`config.mk`:
```
export PLATFORM = sky130hd
export DESIGN_NAME = dpt_timer
export DESIGN_NICKNAME = d
export VERILOG_FILES = /design/src/dpt_pkg.sv /design/src/dpt_timer.sv
export VERILOG_INCLUDE_DIRS = /design/src
export SDC_FILE = /design/constraint.sdc
export NUM_CORES = 1
export LEC_CHECK = 0
export BUFFER_PORTS_ARGS = -buffer_cell sky130_fd_sc_hd__buf_2
export CAP_MARGIN = 30
export CORE_AREA = 2 2 195 178
export DETAILED_ROUTE_END_ITERATION = 7
export DIE_AREA = 0 0 197 180
export HOLD_SLACK_MARGIN = 0.06
export SKIP_LAST_GASP = 1
export SYNTH_ARGS = -nofsm -noshare
export SYNTH_HDL_FRONTEND = slang
export SYNTH_SLANG_ARGS = --single-unit
```
`constraint.sdc`:
```
create_clock -name mclk -period 6 [get_ports mclk]
set_input_delay 0 -clock mclk [delete_from_list [all_inputs] [get_ports mclk]]
set_output_delay 0 -clock mclk [all_outputs]
set_load 0.02 [all_outputs]
```
`src/dpt_map.svh`:
```
`ifndef DPT_MAP_SVH
`define DPT_MAP_SVH
// register byte offsets
`define DPT_CTRL_OFF 8'h00
`define DPT_RELOAD0_OFF 8'h04
`define DPT_RELOAD1_OFF 8'h08
`define DPT_COUNT0_OFF 8'h0C
`define DPT_COUNT1_OFF 8'h10
`define DPT_CLKDIV_OFF 8'h14
// control fields
`define DPT_RUN0_BIT 0
`define DPT_RUN1_BIT 1
`define DPT_PTOE_BIT 2
`define DPT_EVSEL_BIT 3
`define DPT_FASTON_BIT 4
`define DPT_SRCFAST_BIT 5
`define DPT_OUTSEL_BIT 6
`define DPT_CTRL_RST 7'h00
`define DPT_RELOAD_RST 8'hFF
// slow divider default, fast divider default (input clock enables)
`define DPT_SLOWDIV_RST 16'h0BEB
`define DPT_FASTDIV_RST 16'h0018
`endif

```
`src/dpt_pkg.sv`:
```
package dpt_pkg;
  typedef logic [7:0] dpt_count_t;
  typedef enum logic [1:0] {
    DPT_IDLE = 2'b00,
    DPT_RUN = 2'b01,
    DPT_STOPPING = 2'b11
  } dpt_state_e;
endpackage : dpt_pkg

```
`src/dpt_timer.sv`:
```
// Decided for this implementation: the register addresses and the AXI4-Lite interface to the registers.
`timescale 1ns/100ps
`include "dpt_map.svh"
module dpt_timer
  import dpt_pkg::*;
(
  // clock and reset
  input wire logic mclk,
  input wire logic reset_n,
  // axi4-lite write
  input wire logic [7:0] awaddr,
  input wire logic awvalid,
  output logic awready,
  input wire logic [31:0] wdata,
  input wire logic [3:0] wstrb,
  input wire logic wvalid,
  output logic wready,
  output logic [1:0] bresp,
  output logic bvalid,
  input wire logic bready,
  // axi4-lite read
  input wire logic [7:0] araddr,
  input wire logic arvalid,
  output logic arready,
  output logic [31:0] rdata,
  output logic [1:0] rresp,
  output logic rvalid,
  input wire logic rready,
  // external event pin for timer 0
  input wire logic event_pin,
  // outputs
  output logic timer_pulse_signal,
  output logic serial_clock,
  output logic fast_oscillator_on
);
  logic [6:0] ctrl_ff;
  logic [7:0] reload_ff [2];
  dpt_count_t count_ff [2];
  dpt_state_e state_ff [2];
  logic [15:0] slow_div_ff;
  logic [15:0] fast_div_ff;
  logic [15:0] div_cnt_ff;
  logic in_clk_ff;
  logic in_fall;
  logic ev_s1_ff;
  logic ev_s2_ff;
  logic ev_s3_ff;
  logic ev_fall;
  logic [1:0] uflow;
  logic [1:0] timer_pulse_signal_ff;
  logic [3:0] high_latch_ff [2];
  logic aw_ok_ff;
  logic w_ok_ff;
  logic [7:0] aw_addr_ff;
  logic [31:0] w_data_ff;
  logic [3:0] w_strb_ff;
  logic wr_do;
  logic [15:0] nxt_div;

  // write channel capture; address and data accepted in either order
  assign awready = !aw_ok_ff && !bvalid;
  assign wready = !w_ok_ff && !bvalid;
  assign wr_do = aw_ok_ff && w_ok_ff;
  always_ff @(posedge mclk or negedge reset_n)
  begin
    if (!reset_n)
    begin
      aw_ok_ff <= 1'b0;
      w_ok_ff <= 1'b0;
      aw_addr_ff <= 8'h00;
      w_data_ff <= 32'h0;
      w_strb_ff <= 4'h0;
      bvalid <= 1'b0;
    end
    else
    begin
      if (awvalid && awready)
      begin
        aw_ok_ff <= 1'b1;
        aw_addr_ff <= awaddr;
      end
      if (wvalid && wready)
      begin
        w_ok_ff <= 1'b1;
        w_data_ff <= wdata;
        w_strb_ff <= wstrb;
      end
      if (wr_do)
      begin
        aw_ok_ff <= 1'b0;
        w_ok_ff <= 1'b0;
        bvalid <= 1'b1;
      end
      else if (bready)
        bvalid <= 1'b0;
    end
  end
  assign bresp = (aw_addr_ff[7:2] > `DPT_CLKDIV_OFF >> 2) ? 2'b10 : 2'b00;

  // register writes; fast oscillator off after reset
  always_ff @(posedge mclk or negedge reset_n)
  begin
    if (!reset_n)
    begin
      ctrl_ff <= `DPT_CTRL_RST;
      reload_ff[0] <= `DPT_RELOAD_RST;
      reload_ff[1] <= `DPT_RELOAD_RST;
      slow_div_ff <= `DPT_SLOWDIV_RST;
      fast_div_ff <= `DPT_FASTDIV_RST;
    end
    else if (wr_do && w_strb_ff[0])
    begin
      case (aw_addr_ff)
        `DPT_CTRL_OFF: ctrl_ff <= w_data_ff[6:0];
        `DPT_RELOAD0_OFF: reload_ff[0] <= w_data_ff[7:0];
        `DPT_RELOAD1_OFF: reload_ff[1] <= w_data_ff[7:0];
        `DPT_CLKDIV_OFF:
        begin
          slow_div_ff <= w_data_ff[15:0];
          if (w_strb_ff[2])
            fast_div_ff <= w_data_ff[31:16];
        end
        default: ;
      endcase
    end
  end
  // fast source without its oscillator on gives no input clock
  assign fast_oscillator_on = ctrl_ff[`DPT_FASTON_BIT];

  // input clock: divider toggles a square wave; decisions made at its fall
  assign nxt_div = ctrl_ff[`DPT_SRCFAST_BIT] ? fast_div_ff : slow_div_ff;
  always_ff @(posedge mclk or negedge reset_n)
  begin
    if (!reset_n)
    begin
      div_cnt_ff <= 16'h0000;
      in_clk_ff <= 1'b0;
    end
    else if (!ctrl_ff[`DPT_SRCFAST_BIT] || ctrl_ff[`DPT_FASTON_BIT])
    begin
      if (div_cnt_ff >= nxt_div)
      begin
        div_cnt_ff <= 16'h0000;
        in_clk_ff <= !in_clk_ff;
      end
      else
        div_cnt_ff <= div_cnt_ff + 16'h0001;
    end
  end
  assign in_fall = in_clk_ff && (div_cnt_ff >= nxt_div) && (!ctrl_ff[`DPT_SRCFAST_BIT] || ctrl_ff[`DPT_FASTON_BIT]);

  // event pin synchroniser, falling edge as count event
  always_ff @(posedge mclk or negedge reset_n)
  begin
    if (!reset_n)
    begin
      ev_s1_ff <= 1'b0;
      ev_s2_ff <= 1'b0;
      ev_s3_ff <= 1'b0;
    end
    else
    begin
      ev_s1_ff <= event_pin;
      ev_s2_ff <= ev_s1_ff;
      ev_s3_ff <= ev_s2_ff;
    end
  end
  assign ev_fall = ev_s3_ff && !ev_s2_ff;

  // two down counters, identical except that timer 0 can count pin events
  for (genvar i = 0; i < 2; i++)
  begin : g_tmr
    logic tick;
    logic run_req;
    assign run_req = ctrl_ff[i];
    // timer 0 counts pin events when selected; otherwise the input clock
    assign tick = (i == 0 && ctrl_ff[`DPT_EVSEL_BIT]) ? ev_fall : in_fall;
    assign uflow[i] = tick && state_ff[i] != DPT_IDLE && count_ff[i] == 8'h00;
    always_ff @(posedge mclk or negedge reset_n)
    begin
      if (!reset_n)
      begin
        state_ff[i] <= DPT_IDLE;
        count_ff[i] <= 8'h00;
        timer_pulse_signal_ff[i] <= 1'b0;
      end
      else if (tick)
      begin
        case (state_ff[i])
          DPT_IDLE:
          begin
            if (run_req)
              state_ff[i] <= DPT_RUN;
          end
          DPT_RUN:
          begin
            count_ff[i] <= (count_ff[i] == 8'h00) ? reload_ff[i] : count_ff[i] - 8'h01;
            if (count_ff[i] == 8'h00)
              timer_pulse_signal_ff[i] <= !timer_pulse_signal_ff[i];
            if (!run_req)
              state_ff[i] <= DPT_STOPPING;
          end
          DPT_STOPPING:
          begin
            // halt at this decrement
            count_ff[i] <= (count_ff[i] == 8'h00) ? reload_ff[i] : count_ff[i] - 8'h01;
            state_ff[i] <= run_req ? DPT_RUN : DPT_IDLE;
          end
          default: state_ff[i] <= DPT_IDLE;
        endcase
      end
    end
    // high nibble frozen when low nibble read; only timer 0's held nibble can be read back, at offset +1
    always_ff @(posedge mclk or negedge reset_n)
    begin
      if (!reset_n)
        high_latch_ff[i] <= 4'h0;
      else if (arvalid && arready && araddr == (i == 0 ? `DPT_COUNT0_OFF : `DPT_COUNT1_OFF))
        high_latch_ff[i] <= count_ff[i][7:4];
    end
  end

  // pulse output: plain and gate, so an enable change may glitch
  assign timer_pulse_signal = timer_pulse_signal_ff[ctrl_ff[`DPT_OUTSEL_BIT]] & ctrl_ff[`DPT_PTOE_BIT];
  assign serial_clock = timer_pulse_signal_ff[1];

  // read channel
  assign arready = !rvalid;
  always_ff @(posedge mclk or negedge reset_n)
  begin
    if (!reset_n)
    begin
      rvalid <= 1'b0;
      rdata <= 32'h0;
      rresp <= 2'b00;
    end
    else if (arvalid && arready)
    begin
      rvalid <= 1'b1;
      rresp <= 2'b00;
      case (araddr)
        // run bits read 1 until the counter has stopped
        `DPT_CTRL_OFF: rdata <= {25'h0, ctrl_ff[6:2],
                                 ctrl_ff[1] | (state_ff[1] != DPT_IDLE),
                                 ctrl_ff[0] | (state_ff[0] != DPT_IDLE)};
        `DPT_RELOAD0_OFF: rdata <= {24'h0, reload_ff[0]};
        `DPT_RELOAD1_OFF: rdata <= {24'h0, reload_ff[1]};
        // low nibble in [3:0], live high nibble in [7:4]
        `DPT_COUNT0_OFF: rdata <= {24'h0, count_ff[0][7:4], count_ff[0][3:0]};
        `DPT_COUNT1_OFF: rdata <= {24'h0, count_ff[1][7:4], count_ff[1][3:0]};
        `DPT_COUNT0_OFF + 8'h01: rdata <= {28'h0, high_latch_ff[0]};
        `DPT_CLKDIV_OFF: rdata <= {fast_div_ff, slow_div_ff};
        default:
        begin
          rdata <= 32'h0;
          rresp <= 2'b10;
        end
      endcase
    end
    else if (rready)
      rvalid <= 1'b0;
  end

  // stopping with run bit 0 returns to idle on the mclk cycle after a tick
  stop_after_tick_a: assert property (@(posedge mclk) disable iff (!reset_n)
    (g_tmr[0].tick && state_ff[0] == DPT_STOPPING && !ctrl_ff[0]) |=> state_ff[0] == DPT_IDLE)
    else $error("timer0 did not halt at decrement");
  run_sync_a: assert property (@(posedge mclk) disable iff (!reset_n)
    (!g_tmr[0].tick && state_ff[0] == DPT_IDLE) |=> state_ff[0] == DPT_IDLE)
    else $error("timer0 started off input edge");
  run_read_a: assert property (@(posedge mclk) disable iff (!reset_n)
    (rvalid && $past(arvalid && arready && araddr == `DPT_CTRL_OFF) && $past(state_ff[0] != DPT_IDLE))
      |-> rdata[0])
    else $error("run bit read 0 while running");
  fast_off_a: assert property (@(posedge mclk) disable iff (!reset_n)
    $rose(reset_n) |-> !fast_oscillator_on)
    else $error("fast oscillator on after reset");
  no_fast_clk_a: assert property (@(posedge mclk) disable iff (!reset_n)
    (ctrl_ff[`DPT_SRCFAST_BIT] && !ctrl_ff[`DPT_FASTON_BIT]) |-> !in_fall)
    else $error("input clock ran without fast oscillator");
  pulse_gate_a: assert property (@(posedge mclk) disable iff (!reset_n)
    !ctrl_ff[`DPT_PTOE_BIT] |-> !timer_pulse_signal)
    else $error("pulse output not gated");
  count_step_a: assert property (@(posedge mclk) disable iff (!reset_n)
    (g_tmr[1].tick && state_ff[1] == DPT_RUN && count_ff[1] != 8'h00) |=> count_ff[1] == $past(count_ff[1]) - 8'h01)
    else $error("timer1 decrement wrong");
  hold_idle_a: assert property (@(posedge mclk) disable iff (!reset_n)
    state_ff[1] == DPT_IDLE |=> count_ff[1] == $past(count_ff[1]))
    else $error("timer1 counted while stopped");
  read_answer_a: assert property (@(posedge mclk) disable iff (!reset_n)
    (arvalid && arready) |=> rvalid)
    else $error("read answer late");
  uflow_c: cover property (@(posedge mclk) disable iff (!reset_n) uflow[0]);
  evt_c: cover property (@(posedge mclk) disable iff (!reset_n) ctrl_ff[`DPT_EVSEL_BIT] && ev_fall && state_ff[0] != DPT_IDLE);
  stop_c: cover property (@(posedge mclk) disable iff (!reset_n) state_ff[1] == DPT_STOPPING);
  pulse_c: cover property (@(posedge mclk) disable iff (!reset_n) $rose(timer_pulse_signal));
endmodule : dpt_timer

```
---- Word level (Yosys, flattened, before mapping) ----
Index checks and enable logic that the tools add are counted.
cells by class
  $lt $le $gt $ge ......................... 3
  reduce and logical (&&, ||, !) cells .... 48
  $add $sub $neg .......................... 3
  bitwise logic cells ..................... 3
  equality and inequality tests ........... 17
  multiplexer cells ....................... 26
operator list
  operator                                            number
  case mux 32 bit (7 select lines)                    1
  == test 8 x 4 -> 1 bit, second input constant       4
  logical NOT 8 bit                                   4
  two-way mux 16 bit                                  2
  == test 8 x 5 -> 1 bit, second input constant       3
  adder 16 x 1 -> 16 bit, second input constant       1
  == test 8 x 3 -> 1 bit, second input constant       2
  greater-or-equal comparator 16 bit                  1
  two-way mux 8 bit                                   2
  subtractor 8 x 1 -> 8 bit, second input constant    2
  AND reduction 3 bit                                 5
  AND reduction 2 bit                                 7
  two-way mux 1 bit                                   13
  two-way mux 2 bit                                   6
  case mux 2 bit (3 select lines)                     2
  nonzero test 2 bit                                  6
  logical AND 1 bit                                   11
  logical NOT 1 bit                                   9
  != test 2 bit, second input constant                4
  OR reduction 7 bit                                  1
  > comparator 6 x 3 -> 1 bit, second input constant  1
  == test 2 x 1 -> 1 bit, second input constant       2
  == test 2 bit, second input constant                2
  logical NOT 2 bit                                   2
  5 further kinds                                     7
storage, ports and cells
  logic and storage cells ................. 126
  bits of input ports ..................... 60
  output and inout port bits .............. 44
  flip-flop bits (word level) ............. 182

---- Depth between registers and ports, before layout ----
Gate-level depths: netlist (run 1).
  depth in word-level cells ............... 6
  mapped depth ............................ 13
  mapped depth without buffers ............ 9

---- Worst setup path before layout (run 1) ----
OpenSTA, ideal clock, no wires.
  path kind ............................... register to register
  start ................................... register ctrl_ff[5]
  end ..................................... register count_ff[15] in the netlist's numbering
  library setup time ...................... 0.159 ns
  slack ................................... 2.556 ns
  required time ........................... 5.841 ns
  stages on the path, launching flop included .. 14
  buffers on the path ..................... 4
  arrival time ............................ 3.284 ns
  cell sequence ........................... dfrtp_1 clkbuf_1 buf_1 mux2i_1 ha_1 nand4_2 nor3_2 or4b_1 a31oi_2 buf_6 a32o_2 and2_1 buf_4 a41oi_2
on the way
  word-level cells in the longest chain between the ends .. 6
  elaborated cells on any way between the ends .. 8
RTL lines
  item                                    RTL line          text
  from (decl)                             dpt_timer.sv:36   logic [6:0] ctrl_ff;
  from (signal assigned)                  dpt_timer.sv:105  ctrl_ff <= `DPT_CTRL_RST;
  from (signal assigned)                  dpt_timer.sv:114  `DPT_CTRL_OFF: ctrl_ff <= w_data_ff[6:0];
  two-way mux 16 bit                      dpt_timer.sv:131  assign nxt_div = ctrl_ff[`DPT_SRCFAST_BIT] ? fast_div_ff : slow_div_ff;
  greater-or-equal comparator 16 bit      dpt_timer.sv:150  assign in_fall = in_clk_ff && (div_cnt_ff >= nxt_div) && (!ctrl_ff[`DPT_SRCFAST_BIT] || ctrl_ff[`DPT_FASTON_BI ...
  logical AND 1 bit                       dpt_timer.sv:150
  logical AND 1 bit *                     dpt_timer.sv:150
  two-way mux 1 bit *                     dpt_timer.sv:177  assign tick = (i == 0 && ctrl_ff[`DPT_EVSEL_BIT]) ? ev_fall : in_fall;
  AND reduction 2 bit (no source line) *  --
  to (signal, indexed assignment)         dpt_timer.sv:197  count_ff[i] <= (count_ff[i] == 8'h00) ? reload_ff[i] : count_ff[i] - 8'h01;
  to (signal, indexed assignment)         dpt_timer.sv:206  count_ff[i] <= (count_ff[i] == 8'h00) ? reload_ff[i] : count_ff[i] - 8'h01;
  to (decl)                               dpt_timer.sv:38   dpt_count_t count_ff [2];
Mark *: on every way between the ends. The rest lies on a longest branch, timed or not.
A chain may end at the register's enable or synchronous reset.

---- Worst setup path after layout (run 1) ----
Same ends and word-level chain as after synthesis.

==> summary.md, run 1 <==
| Metric | Value |
|---|---|
| Status | finished clean |
| Sink Count | 180 |
| Total track usage | 12.0% |
| Max IR drop VDD | 0.219 mV |
| Clock transition at the registers of the reported paths | 0.07 ns |
| FF-to-FF path depth | 10 |
| # IOs | 104 |
| ANT nets after route | 0 |
| Num CTS Buffers | 17 |
| Grt met1 use | 16.3% |
| Synth Area in XOR/XNOR | 1.69% |
| P&R area growth vs syn | 25.2% |
| Post-layout min period | 4.37 ns |
| Max Clock Freq | 229 MHz |
| Post-CTS sizing | 0 |
| Clk root buf | clkbuf_16 |
| CP required | 6.28 ns |
| Crit Path Class | flip-flop to flip-flop |
| Layout cells sized above 1 | 30.9% |
| Register Area | 4540 um2 |
| Top post-synthesis cells by count | dfrtp_1, mux2_2, nand2_1, nor2_1, a21oi_1 |
| Worst min-delay path startpoint | araddr[1] |
| Flops & latches, synth | 180 |
| Met3 Track Usage GR | 3.00% |
| Die area | 35500 um2 |
| Main flop type after synthesis | dfrtp_1 |
| Vias in the first global route | 5952 |
| Slew HR | 36.4% |
| FP Rows | 64 |
| CP Data Arrival Time | 4.65 ns |
| Post-Synthesis Cells | 692 |
| Core footprint | 33500 um2 |
| Fill cells | 3401 |
| Vert. Die Dim | 180 um |
| Worst reg2reg setup slack | 1.63 ns |
| Synth warnings | 0 |
| Clk buf depth | 2 |
| CTS tree | yes |
| Hold Violations, Final | 0 |
| Pre-CTS setup slack | 1.66 ns |
| Vias per cell | 4.70 |
| Nets@finish | 920 |
| Non-Filler Instances | 1281 |
| Cell area after synthesis | 8290 um2 |
| 1st-pass router iterations | 5 |
| Die width | 197 um |
| Simple-gate share of the synthesized area | 9.56% |
| Clk_lat worst skew | 0.44 ns |
| Synth top area cells | dfrtp_1, mux2_2, dfstp_2 |
| Non-Filler Cell Area, Final | 10400 um2 |
| Period Utilization, post-route | 72.8% |
| Max Slew Vio Count | 0 |
| Synth area leader | dfrtp_1 |
| Syn avg cell area | 12.0 um2 |
| Max-capacitance violation count | 0 |
| Top-count cell post-synth | dfrtp_1 |
| Port Buf Inserts | 99 |
| DP Cell Count | 1198 |
| Post-CTS setup buffers | 0 |
| Multi-input gate area | 3570 um2 |
| Total gr overflow | 0 |
| Vias | 6017 |
| WL per Instance | 16.1 um |
| Cell Area, Placed | 9290 um2 |
| Compound-cell area share of the yosys netlist | 11.1% |
| Fin worst setup slack | 1.63 ns |
| Hold_buf cts | 51 |
| Mux cell area share after synthesis | 17.2% |
| CP Launch Type | flip-flop |
| Initial Utilization | 24.8% |
| GP Congestion | 0.861 |
| CP Capture Point | count_ff[15]$_DFFE_PN0P_ |
| Drt drc | 0 |
| Sequential-to-total area share from yosys stat | 54.7% |
| Ys async rst share | 100% |
| Synth top area share | 46.2% |
| Met2 usage | 19.1% |
| R2R Path End | count_ff[15]$_DFFE_PN0P_ |
| CP endpoint kind | flip-flop |
| Hold crit path type | primary input to flip-flop |
| Routed WL | 20.6 mm |
| Main combinational cell family by area after synthesis | multiplexers |
| LEAKAGE | 4.64 nW |
| RSZ-0062 raised after global routing | false |
| Worst Tran Pin Value | 0.947 ns |
| EDFF count, synth | 0 |
| Power density over the cells | 376 nW/um2 |
| Post-DP HPWL | 14.5 mm |
| Global route hottest layer | met2 |
| N_diodes | 0 |
| Initial antenna violation count | 1 |
| First-pass GRT wire length | 33.0 mm |
| Max FO, Critical Path | 16 |
| Synth Area in Adders | 3.17% |
| Worst r2r src | ctrl_ff[5]$_DFFE_PN0P_ |
| Yosys cell types | 56 |
| # setup viols final | 0 |
| Crit path launch | ctrl_ff[5]$_DFFE_PN0P_ |
| 1st-iter DRT viols | 364 |
| CTS H-tree lvls | 4 |
| Clock skew | 0.0101 ns |
| Pin count of the biggest net entering global routing | 75 |
| Final setup TNS | 0 ns |
## power by group
| group | leakage [nW] | switching [W] | internal [W] |
|---|---|---|---|
| registers | 2.29 | 0.000263 | 0.00148 |
| clock network | 0.285 | 0.000541 | 0.000592 |
| logic | 2.07 | 0.000559 | 0.000469 |
## critical path, cell delays in order, from the launching register on
cell     delay, ns
dfrtp_1       0.75
buf_4         0.31
mux2i_1       0.11
ha_1          0.33
nand4_2       0.15
nor3_2        0.27
or4b_1        0.52
a31oi_2       0.79
a32o_2        0.40
and2_1        0.41
a41oi_2       0.15
## cells by family after synthesis
family                   count (synthesis)
AO/OA/AOI/OAI                          136
XOR/XNOR                                16
adder cells (fa/ha/maj)                 21
buffers and inverters                   47
flip-flops                             180
multiplexers                           129
other                                    1
AND/OR/NAND/NOR                        162
## state kept, by name, summed over array words and instances (netlist names), 2 cells and up
signal,count
w_strb_ff,2
reload_ff,16
count_ff,16
aw_addr_ff,8
ctrl_ff,7
high_latch_ff,4
fast_div_ff,16
slow_div_ff,16
state_ff,4
rdata,32
div_cnt_ff,16
w_data_ff,32
## placed cells by master, fill, tap and decap left out, types with 3 or more instances in the layout
cell type        n
dfrtp_1        153
buf_2           98
mux2_2          79
nand2_1         55
dlygate4sd3_1   51
nor2_1          40
a21oi_1         28
a22o_1          27
dfstp_2         27
o21ai_0         26
mux2_1          26
mux2i_1         24
ha_1            21
clkbuf_16       17
nand3_1         16
inv_1           14
xor2_1          11
nor3_1          10
o21ai_1          9
buf_4            9
a31oi_1          8
a221oi_1         7
nand4_1          6
nand2b_1         6
o22ai_1          6
xnor2_1          5
nor3_2           5
a22oi_1          5
o31ai_1          4
inv_8            4
inv_6            4
nor2b_1          3
nor4_2           3
## worst min-delay path by stage
| stage | endpoint | slack [ns] | cells after the start |
|---|---|---|---|
| after floorplan | aw_addr_ff[0]$_DFFE_PN0P_ | -0.30 | 0 |
| after global placement | w_data_ff[26]$_DFFE_PN0P_ | 0.06 | 1 |
| after detailed placement | w_data_ff[29]$_DFFE_PN0P_ | 0.07 | 1 |
| after CTS | rdata[7]$_DFFE_PN0P_ | 0.07 | 4 |
| after global routing | rdata[6]$_DFFE_PN0P_ | 0.13 | 4 |
| final | rdata[7]$_DFFE_PN0P_ | 0.11 | 4 |
## final cells by class
| cell class | instances | share of cell area, % |
|---|---|---|
| multi-input cells | 466 | 34.4 |
| flip-flops and latches | 180 | 43.7 |
| well taps | 429 | 5.17 |
| clock inverters | 15 | 1.58 |
| inverters | 14 | 0.506 |
| clock buffers | 17 | 4.10 |
| repair buffers | 160 | 10.6 |
## per-layer routing
metal | vias up | wire (um)
li1 | 2811 | -
met1 | 3041 | 9780
met2 | 148 | 9690
met3 | 15 | 994
met4 | 2 | 166
met5 | - | 13
## per-stage QoR
stage / hold WS [ns] / utilization [%] / power [W]
2_1_floorplan: -0.296 / - / 0.00246
3_3_place_gp: 0.0632 / 27.7 / 0.00272
3_5_place_dp: 0.0689 / 27.7 / 0.00277
4_1_cts: 0.0715 / 31.0 / 0.00394
5_1_grt: 0.130 / 31.0 / 0.00415
6_report: 0.109 / 31.0 / 0.00390
No activity file was read; power rests on OpenSTA's default activity.
==> run 2: changes to the inputs <==
Clock period 6 ns to 3.71 ns, I/O delays scaled along.
==> run 2 against run 1 <==
- clock power rose by 60%
- flip-flop and latch count did not move
- clock-buffer cell count rose by 1
- highest routed layer is now met4
- wire length rose by 1.1%
- sequential power rose by 63%
- largest cell class unchanged
- clock skew rose by 0.0033 ns
- critical endpoint is now count_ff[1]$_DFFE_PN0P_
- final cell count rose by 0.55%
- combinational power rose by 66%
- critical path type unchanged
- core utilization rose by 0.27 points
- power rose by 63%
==> summary.md, run 2 (same netlist as run 1, synthesis figures left out) <==
| Metric | Value |
|---|---|
| Status | finished clean |
| Hold Path Stages | 4 |
| Commonest non-fill, non-tap cell in the layout | dfrtp_1 |
| Initial Utilization | 24.8% |
| CTS tree | yes |
| Crit path cell chain | mux2_2 -> ha_1 -> nand2b_1 -> a2111oi_0 -> or4b_1 -> a31oi_2 -> and3_1 -> o211ai_1 -> o21ai_1 |
| Comb power frac | 27.0% |
| CTS H-tree lvls | 4 |
| Crit Path Class | flip-flop to flip-flop |
| Wire length on met2 | 9.86 mm |
| CP Launch Type | flip-flop |
| Clock transition at the registers of the reported paths | 0.07 ns |
| Vias | 6078 |
| WL per Instance | 16.2 um |
| FF-to-FF path depth | 9 |
| First-pass GRT wire length | 33.5 mm |
| GP Congestion | 0.846 |
| Worst Tran Pin Value | 0.864 ns |
| Max IR drop VDD | 0.437 mV |
| Register Area | 4540 um2 |
| N_diodes | 0 |
| ANT nets after route | 0 |
| Vias per cell | 4.72 |
| # setup viols final | 0 |
| Period Utilization, post-route | 88.5% |
| Top sig layer | met4 |
| FP Rows | 64 |
| Die area | 35500 um2 |
| Num CTS Buffers | 17 |
| Initial antenna violation count | 0 |
| Clk root buf | clkbuf_16 |
| Clk_lat worst skew | 0.44 ns |
| Max FO, Critical Path | 15 |
| Core footprint | 33500 um2 |
| Worst path slowest cell | or4b_1 |
| Clock network fraction of total power | 28.4% |
| Worst reg2reg setup slack | 0.43 ns |
| Max Slew Vio Count | 0 |
| Post-layout min period | 3.28 ns |
| Util after Layout | 31.3% |
| Multi-input gate area | 3570 um2 |
| Vert. Die Dim | 180 um |
| Final setup TNS | 0 ns |
| Max-capacitance violation count | 0 |
| R2R Path End | count_ff[1]$_DFFE_PN0P_ |
| WL met3 | 1.13 mm |
| Total gr overflow | 0 |
| Post-DP HPWL | 14.7 mm |
| Hold Violations, Final | 0 |
| 1st-iter DRT viols | 439 |
| LEAKAGE | 4.68 nW |
| Nets@finish | 927 |
| Drt drc | 0 |
| Max incr delay on CP | 0.59 ns |
| # IOs | 104 |
| Biggest registers after layout | rdata (32), w_data_ff (32) |
| Sw Share | 35.2% |
| P&R area growth vs syn | 26.3% |
| Routed WL | 20.9 mm |
| CP required | 4.08 ns |
| Vias in the first global route | 5998 |
| WHS Endpoint | rdata[6]$_DFFE_PN0P_ |
| Worst r2r src | ctrl_ff[5]$_DFFE_PN0P_ |
| 1st-pass router iterations | 5 |
| Pin count of the biggest net entering global routing | 101 |
| CP endpoint kind | flip-flop |
| Met1 WL | 9.74 mm |
| Fill cells | 3388 |
| CP Data Arrival Time | 3.65 ns |
| Hold crit path type | primary input to flip-flop |
| Net load switching power | 0.00223 W |
| Slew HR | 42.2% |
| Total track usage | 12.1% |
| RSZ-0062 raised after global routing | false |
| Port Buf Inserts | 99 |
| Top Family by Delay on Critical Path | simple AND/OR/NAND/NOR gates |
| Power density over the cells | 607 nW/um2 |
| Clk buf depth | 2 |
| Die width | 197 um |
| Share of power burned in registers | 44.6% |
| Internal | 0.00412 W |
| Layout cells sized above 1 | 31.3% |
| Worst min-delay path startpoint | araddr[1] |
| CP Buf/Inv Count | 0 |
| Most frequent cells in the layout | dfrtp_1, buf_2, mux2_2, nand2_1, dlygate4sd3_1 |
| Max Clock Freq | 304 MHz |
| Sink Count | 180 |
| Clock skew | 0.0134 ns |
[run 2: cell types whose count changed in the layout (fill, tap and decap cells not counted), sizes merged]
cell         previous run  this run
dlygate4sd3            51        53
clkinvlp                2         3
inv                    22        23
bufinv                  1         0
clkinv                  4         2
buf                   109       114
clkbuf                 17        18
[run 2: metal layers]
layer	vias up	GRT usage, %
met2	175	19.2
met3	14	2.80
met4	0	2.62
met1	3058	16.8
met5	-	0
li1	2831	-
[run 2: tightest hold or removal path, cell delays in order]
cell     delay, ns
buf_2         0.11
nor3_2        0.10
a22oi_1       0.20
o21ai_0       0.09
[run 2: cell type report]
| class | count | share of cell area, % |
|---|---|---|
| clock buffer | 18 | 4.19 |
| clock inverter | 14 | 1.42 |
| sequential | 180 | 43.3 |
| timing repair buffer | 167 | 11.4 |
| inverter | 14 | 0.502 |
| tap | 429 | 5.12 |
| multi-input combinational | 466 | 34.1 |
[run 2: how the worst max path moves through the flow]
stage | start | slack, ns | depth (start not counted) | end
global route | ctrl_ff[5]$_DFFE_PN0P_ | 0.12 | 9 | count_ff[5]$_DFFE_PN0P_
finish | ctrl_ff[5]$_DFFE_PN0P_ | 0.43 | 9 | count_ff[1]$_DFFE_PN0P_
CTS | ctrl_ff[5]$_DFFE_PN0P_ | 0.16 | 9 | count_ff[1]$_DFFE_PN0P_
detailed placement | ctrl_ff[5]$_DFFE_PN0P_ | 0.18 | 9 | count_ff[7]$_DFFE_PN0P_
global placement | ctrl_ff[5]$_DFFE_PN0P_ | 0.22 | 9 | count_ff[2]$_DFFE_PN0P_
floorplan | ctrl_ff[5]$_DFFE_PN0P_ | 0.27 | 13 | count_ff[15]$_DFFE_PN0P_
[run 2: per-stage QoR]
stage | total power (W) | hold slack [ns] | instances | cell area [um2] | setup slack (ns)
finish | 0.00635 | 0.108 | 1288 | 10500 | 0.425
global route | 0.00676 | 0.110 | 1288 | 10500 | 0.124
CTS | 0.00642 | 0.0883 | 1286 | 10400 | 0.156
detailed placement | 0.00452 | 0.114 | 1202 | 9330 | 0.185
global placement | 0.00445 | 0.110 | 1200 | 9300 | 0.220
floorplan | 0.00397 | -0.296 | 693 | 8300 | 0.266
[run 2: repair_timing]
| action | in CTS | in global routing |
|---|---|---|
| setup buffers | 0 | 0 |
| hold buffers | 52 | 1 |
| gates resized for setup | 0 | 1 |
| endpoints found under the hold margin | 135 | 5 |
| setup endpoints to repair | 0 | 17 |
[run 2: power by group through the flow]
stage | Sequential, W | Clock, W | Combinational (W)
after floorplan | 0.00269 | 0 | 0.00129
after global placement | 0.00286 | 0 | 0.00159
after detailed placement | 0.00287 | 0 | 0.00165
after CTS | 0.00284 | 0.00186 | 0.00172
after global routing | 0.00290 | 0.00194 | 0.00191
final | 0.00283 | 0.00181 | 0.00171
==> run 3: changes to the inputs <==
Settings changed: PLACE_DENSITY_LB_ADDON set to 0.12.
Clock period 3.71 ns to 3.55 ns, I/O delays scaled along.
==> run 3 against run 2 <==
- final area is 0.64% lower
- sequential share of layout area is 0.27 points higher
- flip-flop and latch count stayed put
- first-iteration DRC count is 51% lower
- core utilization is 0.20 points lower
- die area stayed put
- worst hold slack better by 0.0019 ns
- maximum frequency is 0.55% higher
- critical path depth is 1 higher
- global-route usage is 1.8 points higher
- register-to-register slack worse by 0.14 ns
- critical endpoint is now count_ff[15]$_DFFE_PN0P_
- largest cell class unchanged
==> summary.md, run 3 (same netlist as run 1, synthesis figures left out) <==
| Metric | Value |
|---|---|
| CTS tree | yes |
| RSZ-0062 raised after global routing | false |
| Hold Path Stages | 4 |
| CP Launch Type | flip-flop |
| WL per Instance | 18.5 um |
| Power density over the cells | 643 nW/um2 |
| Worst min-delay path startpoint | araddr[1] |
| Biggest registers after layout | rdata (32), w_data_ff (32) |
| Vias in the first global route | 6081 |
| Post-CTS setup buffers | 0 |
| Vert. Die Dim | 180 um |
| Vias per cell | 4.57 |
| Worst r2r src | ctrl_ff[5]$_DFFE_PN0P_ |
| Port Buf Inserts | 99 |
| Max Clock Freq | 306 MHz |
| Clk root buf | clkbuf_16 |
| Total gr overflow | 0 |
| Commonest non-fill, non-tap cell in the layout | dfrtp_1 |
| Routed WL | 23.7 mm |
| Nets@finish | 920 |
| 1st-pass router iterations | 4 |
| 1st-iter DRT viols | 217 |
| Max-capacitance violation count | 0 |
| Die width | 197 um |
| P&R area growth vs syn | 25.5% |
| # setup viols final | 0 |
| Period Utilization, post-route | 92.0% |
| Total track usage | 13.9% |
| First-pass GRT wire length | 37.2 mm |
| # IOs | 104 |
| Post-DP HPWL | 16.2 mm |
| Initial antenna violation count | 1 |
| Drt drc | 0 |
| Vias | 5860 |
| Sink Count | 180 |
| Crit Path Class | flip-flop to flip-flop |
| LEAKAGE | 4.65 nW |
| Worst Tran Pin Value | 0.909 ns |
| Worst reg2reg setup slack | 0.28 ns |
| Status | finished clean |
| Clock skew | 0.0147 ns |
| Num CTS Buffers | 17 |
| Non-Filler Instances | 1282 |
| Pin count of the biggest net entering global routing | 93 |
| CP Data Arrival Time | 3.55 ns |
| Max Slew Vio Count | 0 |
| GP Congestion | 0.747 |
| Hold Violations, Final | 0 |
| FF-to-FF path depth | 10 |
| Core footprint | 33500 um2 |
| CP endpoint kind | flip-flop |
| Hold crit path type | primary input to flip-flop |
| Max FO, Critical Path | 16 |
| Clock transition at the registers of the reported paths | 0.08 ns |
| Max IR drop VDD | 0.333 mV |
| Most frequent cells in the layout | dfrtp_1, buf_2, mux2_2, nand2_1, dlygate4sd3_1 |
| Final setup TNS | 0 ns |
| Clk buf depth | 2 |
| R2R Path End | count_ff[15]$_DFFE_PN0P_ |
| Layout cells sized above 1 | 31.2% |
| CP required | 3.83 ns |
| Clk_lat worst skew | 0.44 ns |
| Post-layout min period | 3.27 ns |
| WHS Endpoint | rdata[7]$_DFFE_PN0P_ |
| Hold slack | 0.110 ns |
| ANT nets after route | 0 |
| Initial Utilization | 24.8% |
| DP Cell Count | 1201 |
| Slew HR | 39.0% |
| CTS H-tree lvls | 4 |
| Die area | 35500 um2 |
| FP Rows | 64 |
[run 3: cell types whose count changed in the layout (fill, tap and decap cells not counted), moves of 2 or more]
cell,previous run,this run
dlygate4sd3_1,53,48
inv_8,6,2
bufinv_16,0,2
clkinv_4,0,2
[run 3: routing by layer]
metal / up-vias / GRT usage, % / wire, um
met1: 2932 / 19.1 / 11300
met3: 16 / 2.78 / 842
met5: - / 0 / 0
met2: 95 / 22.1 / 11300
met4: 0 / 4.06 / 302
li1: 2817 / - / -
[run 3: worst max-delay path by stage]
stage                                      start                       end  cells past startpoint
after floorplan           ctrl_ff[5]$_DFFE_PN0P_  count_ff[15]$_DFFE_PN0P_                     13
after global placement    ctrl_ff[5]$_DFFE_PN0P_   count_ff[1]$_DFFE_PN0P_                     10
after detailed placement  ctrl_ff[5]$_DFFE_PN0P_  count_ff[15]$_DFFE_PN0P_                     10
after CTS                 ctrl_ff[5]$_DFFE_PN0P_   count_ff[5]$_DFFE_PN0P_                     10
after global routing      ctrl_ff[5]$_DFFE_PN0P_  count_ff[15]$_DFFE_PN0P_                     10
final                     ctrl_ff[5]$_DFFE_PN0P_  count_ff[15]$_DFFE_PN0P_                     10
[run 3: cell type report]
type | instances | area (um2)
inverters | 14 | 52.6
repair buffers | 160 | 1110
diodes | 1 | 2.50
fillers | 3429 | 23100
clock buffers | 18 | 429
well taps | 429 | 537
multi-input cells | 466 | 3570
flip-flops and latches | 180 | 4540
clock inverters | 14 | 171
[run 3: what timing repair did]
action,CTS,global route
hold buffers,48,0
resized for setup,0,1
hold endpoints to repair,119,0
setup endpoints to repair,0,2
[run 3: worst max-delay path, stage by stage (launching register included)]
cell	delay, ns
dfrtp_1	0.34
buf_4	0.28
mux2i_1	0.14
ha_1	0.33
nand4_2	0.13
nor3_2	0.22
or4b_1	0.52
a31oi_2	0.41
a32o_2	0.20
and2_1	0.38
a41oi_2	0.16
[run 3: power breakdown]
group | leakage, nW | switching (W) | total (W) | internal (W)
Sequential | 2.29 | 0.000459 | 0.00296 | 0.00250
Combinational | 2.08 | 0.000963 | 0.00176 | 0.000795
Clock | 0.289 | 0.000914 | 0.00198 | 0.00106
Total | 4.65 | 0.00234 | 0.00670 | 0.00436
[run 3: metrics by stage]
step	setup slack [ns]	utilization [%]	area, um2	power (W)
4_1_cts	0.206	31.1	10400	0.00684
3_5_place_dp	0.228	27.9	9320	0.00476
5_1_grt	0.0897	31.1	10400	0.00715
6_report	0.283	31.1	10400	0.00670
3_3_place_gp	0.251	27.8	9300	0.00474
2_1_floorplan	0.106	-	8300	0.00415
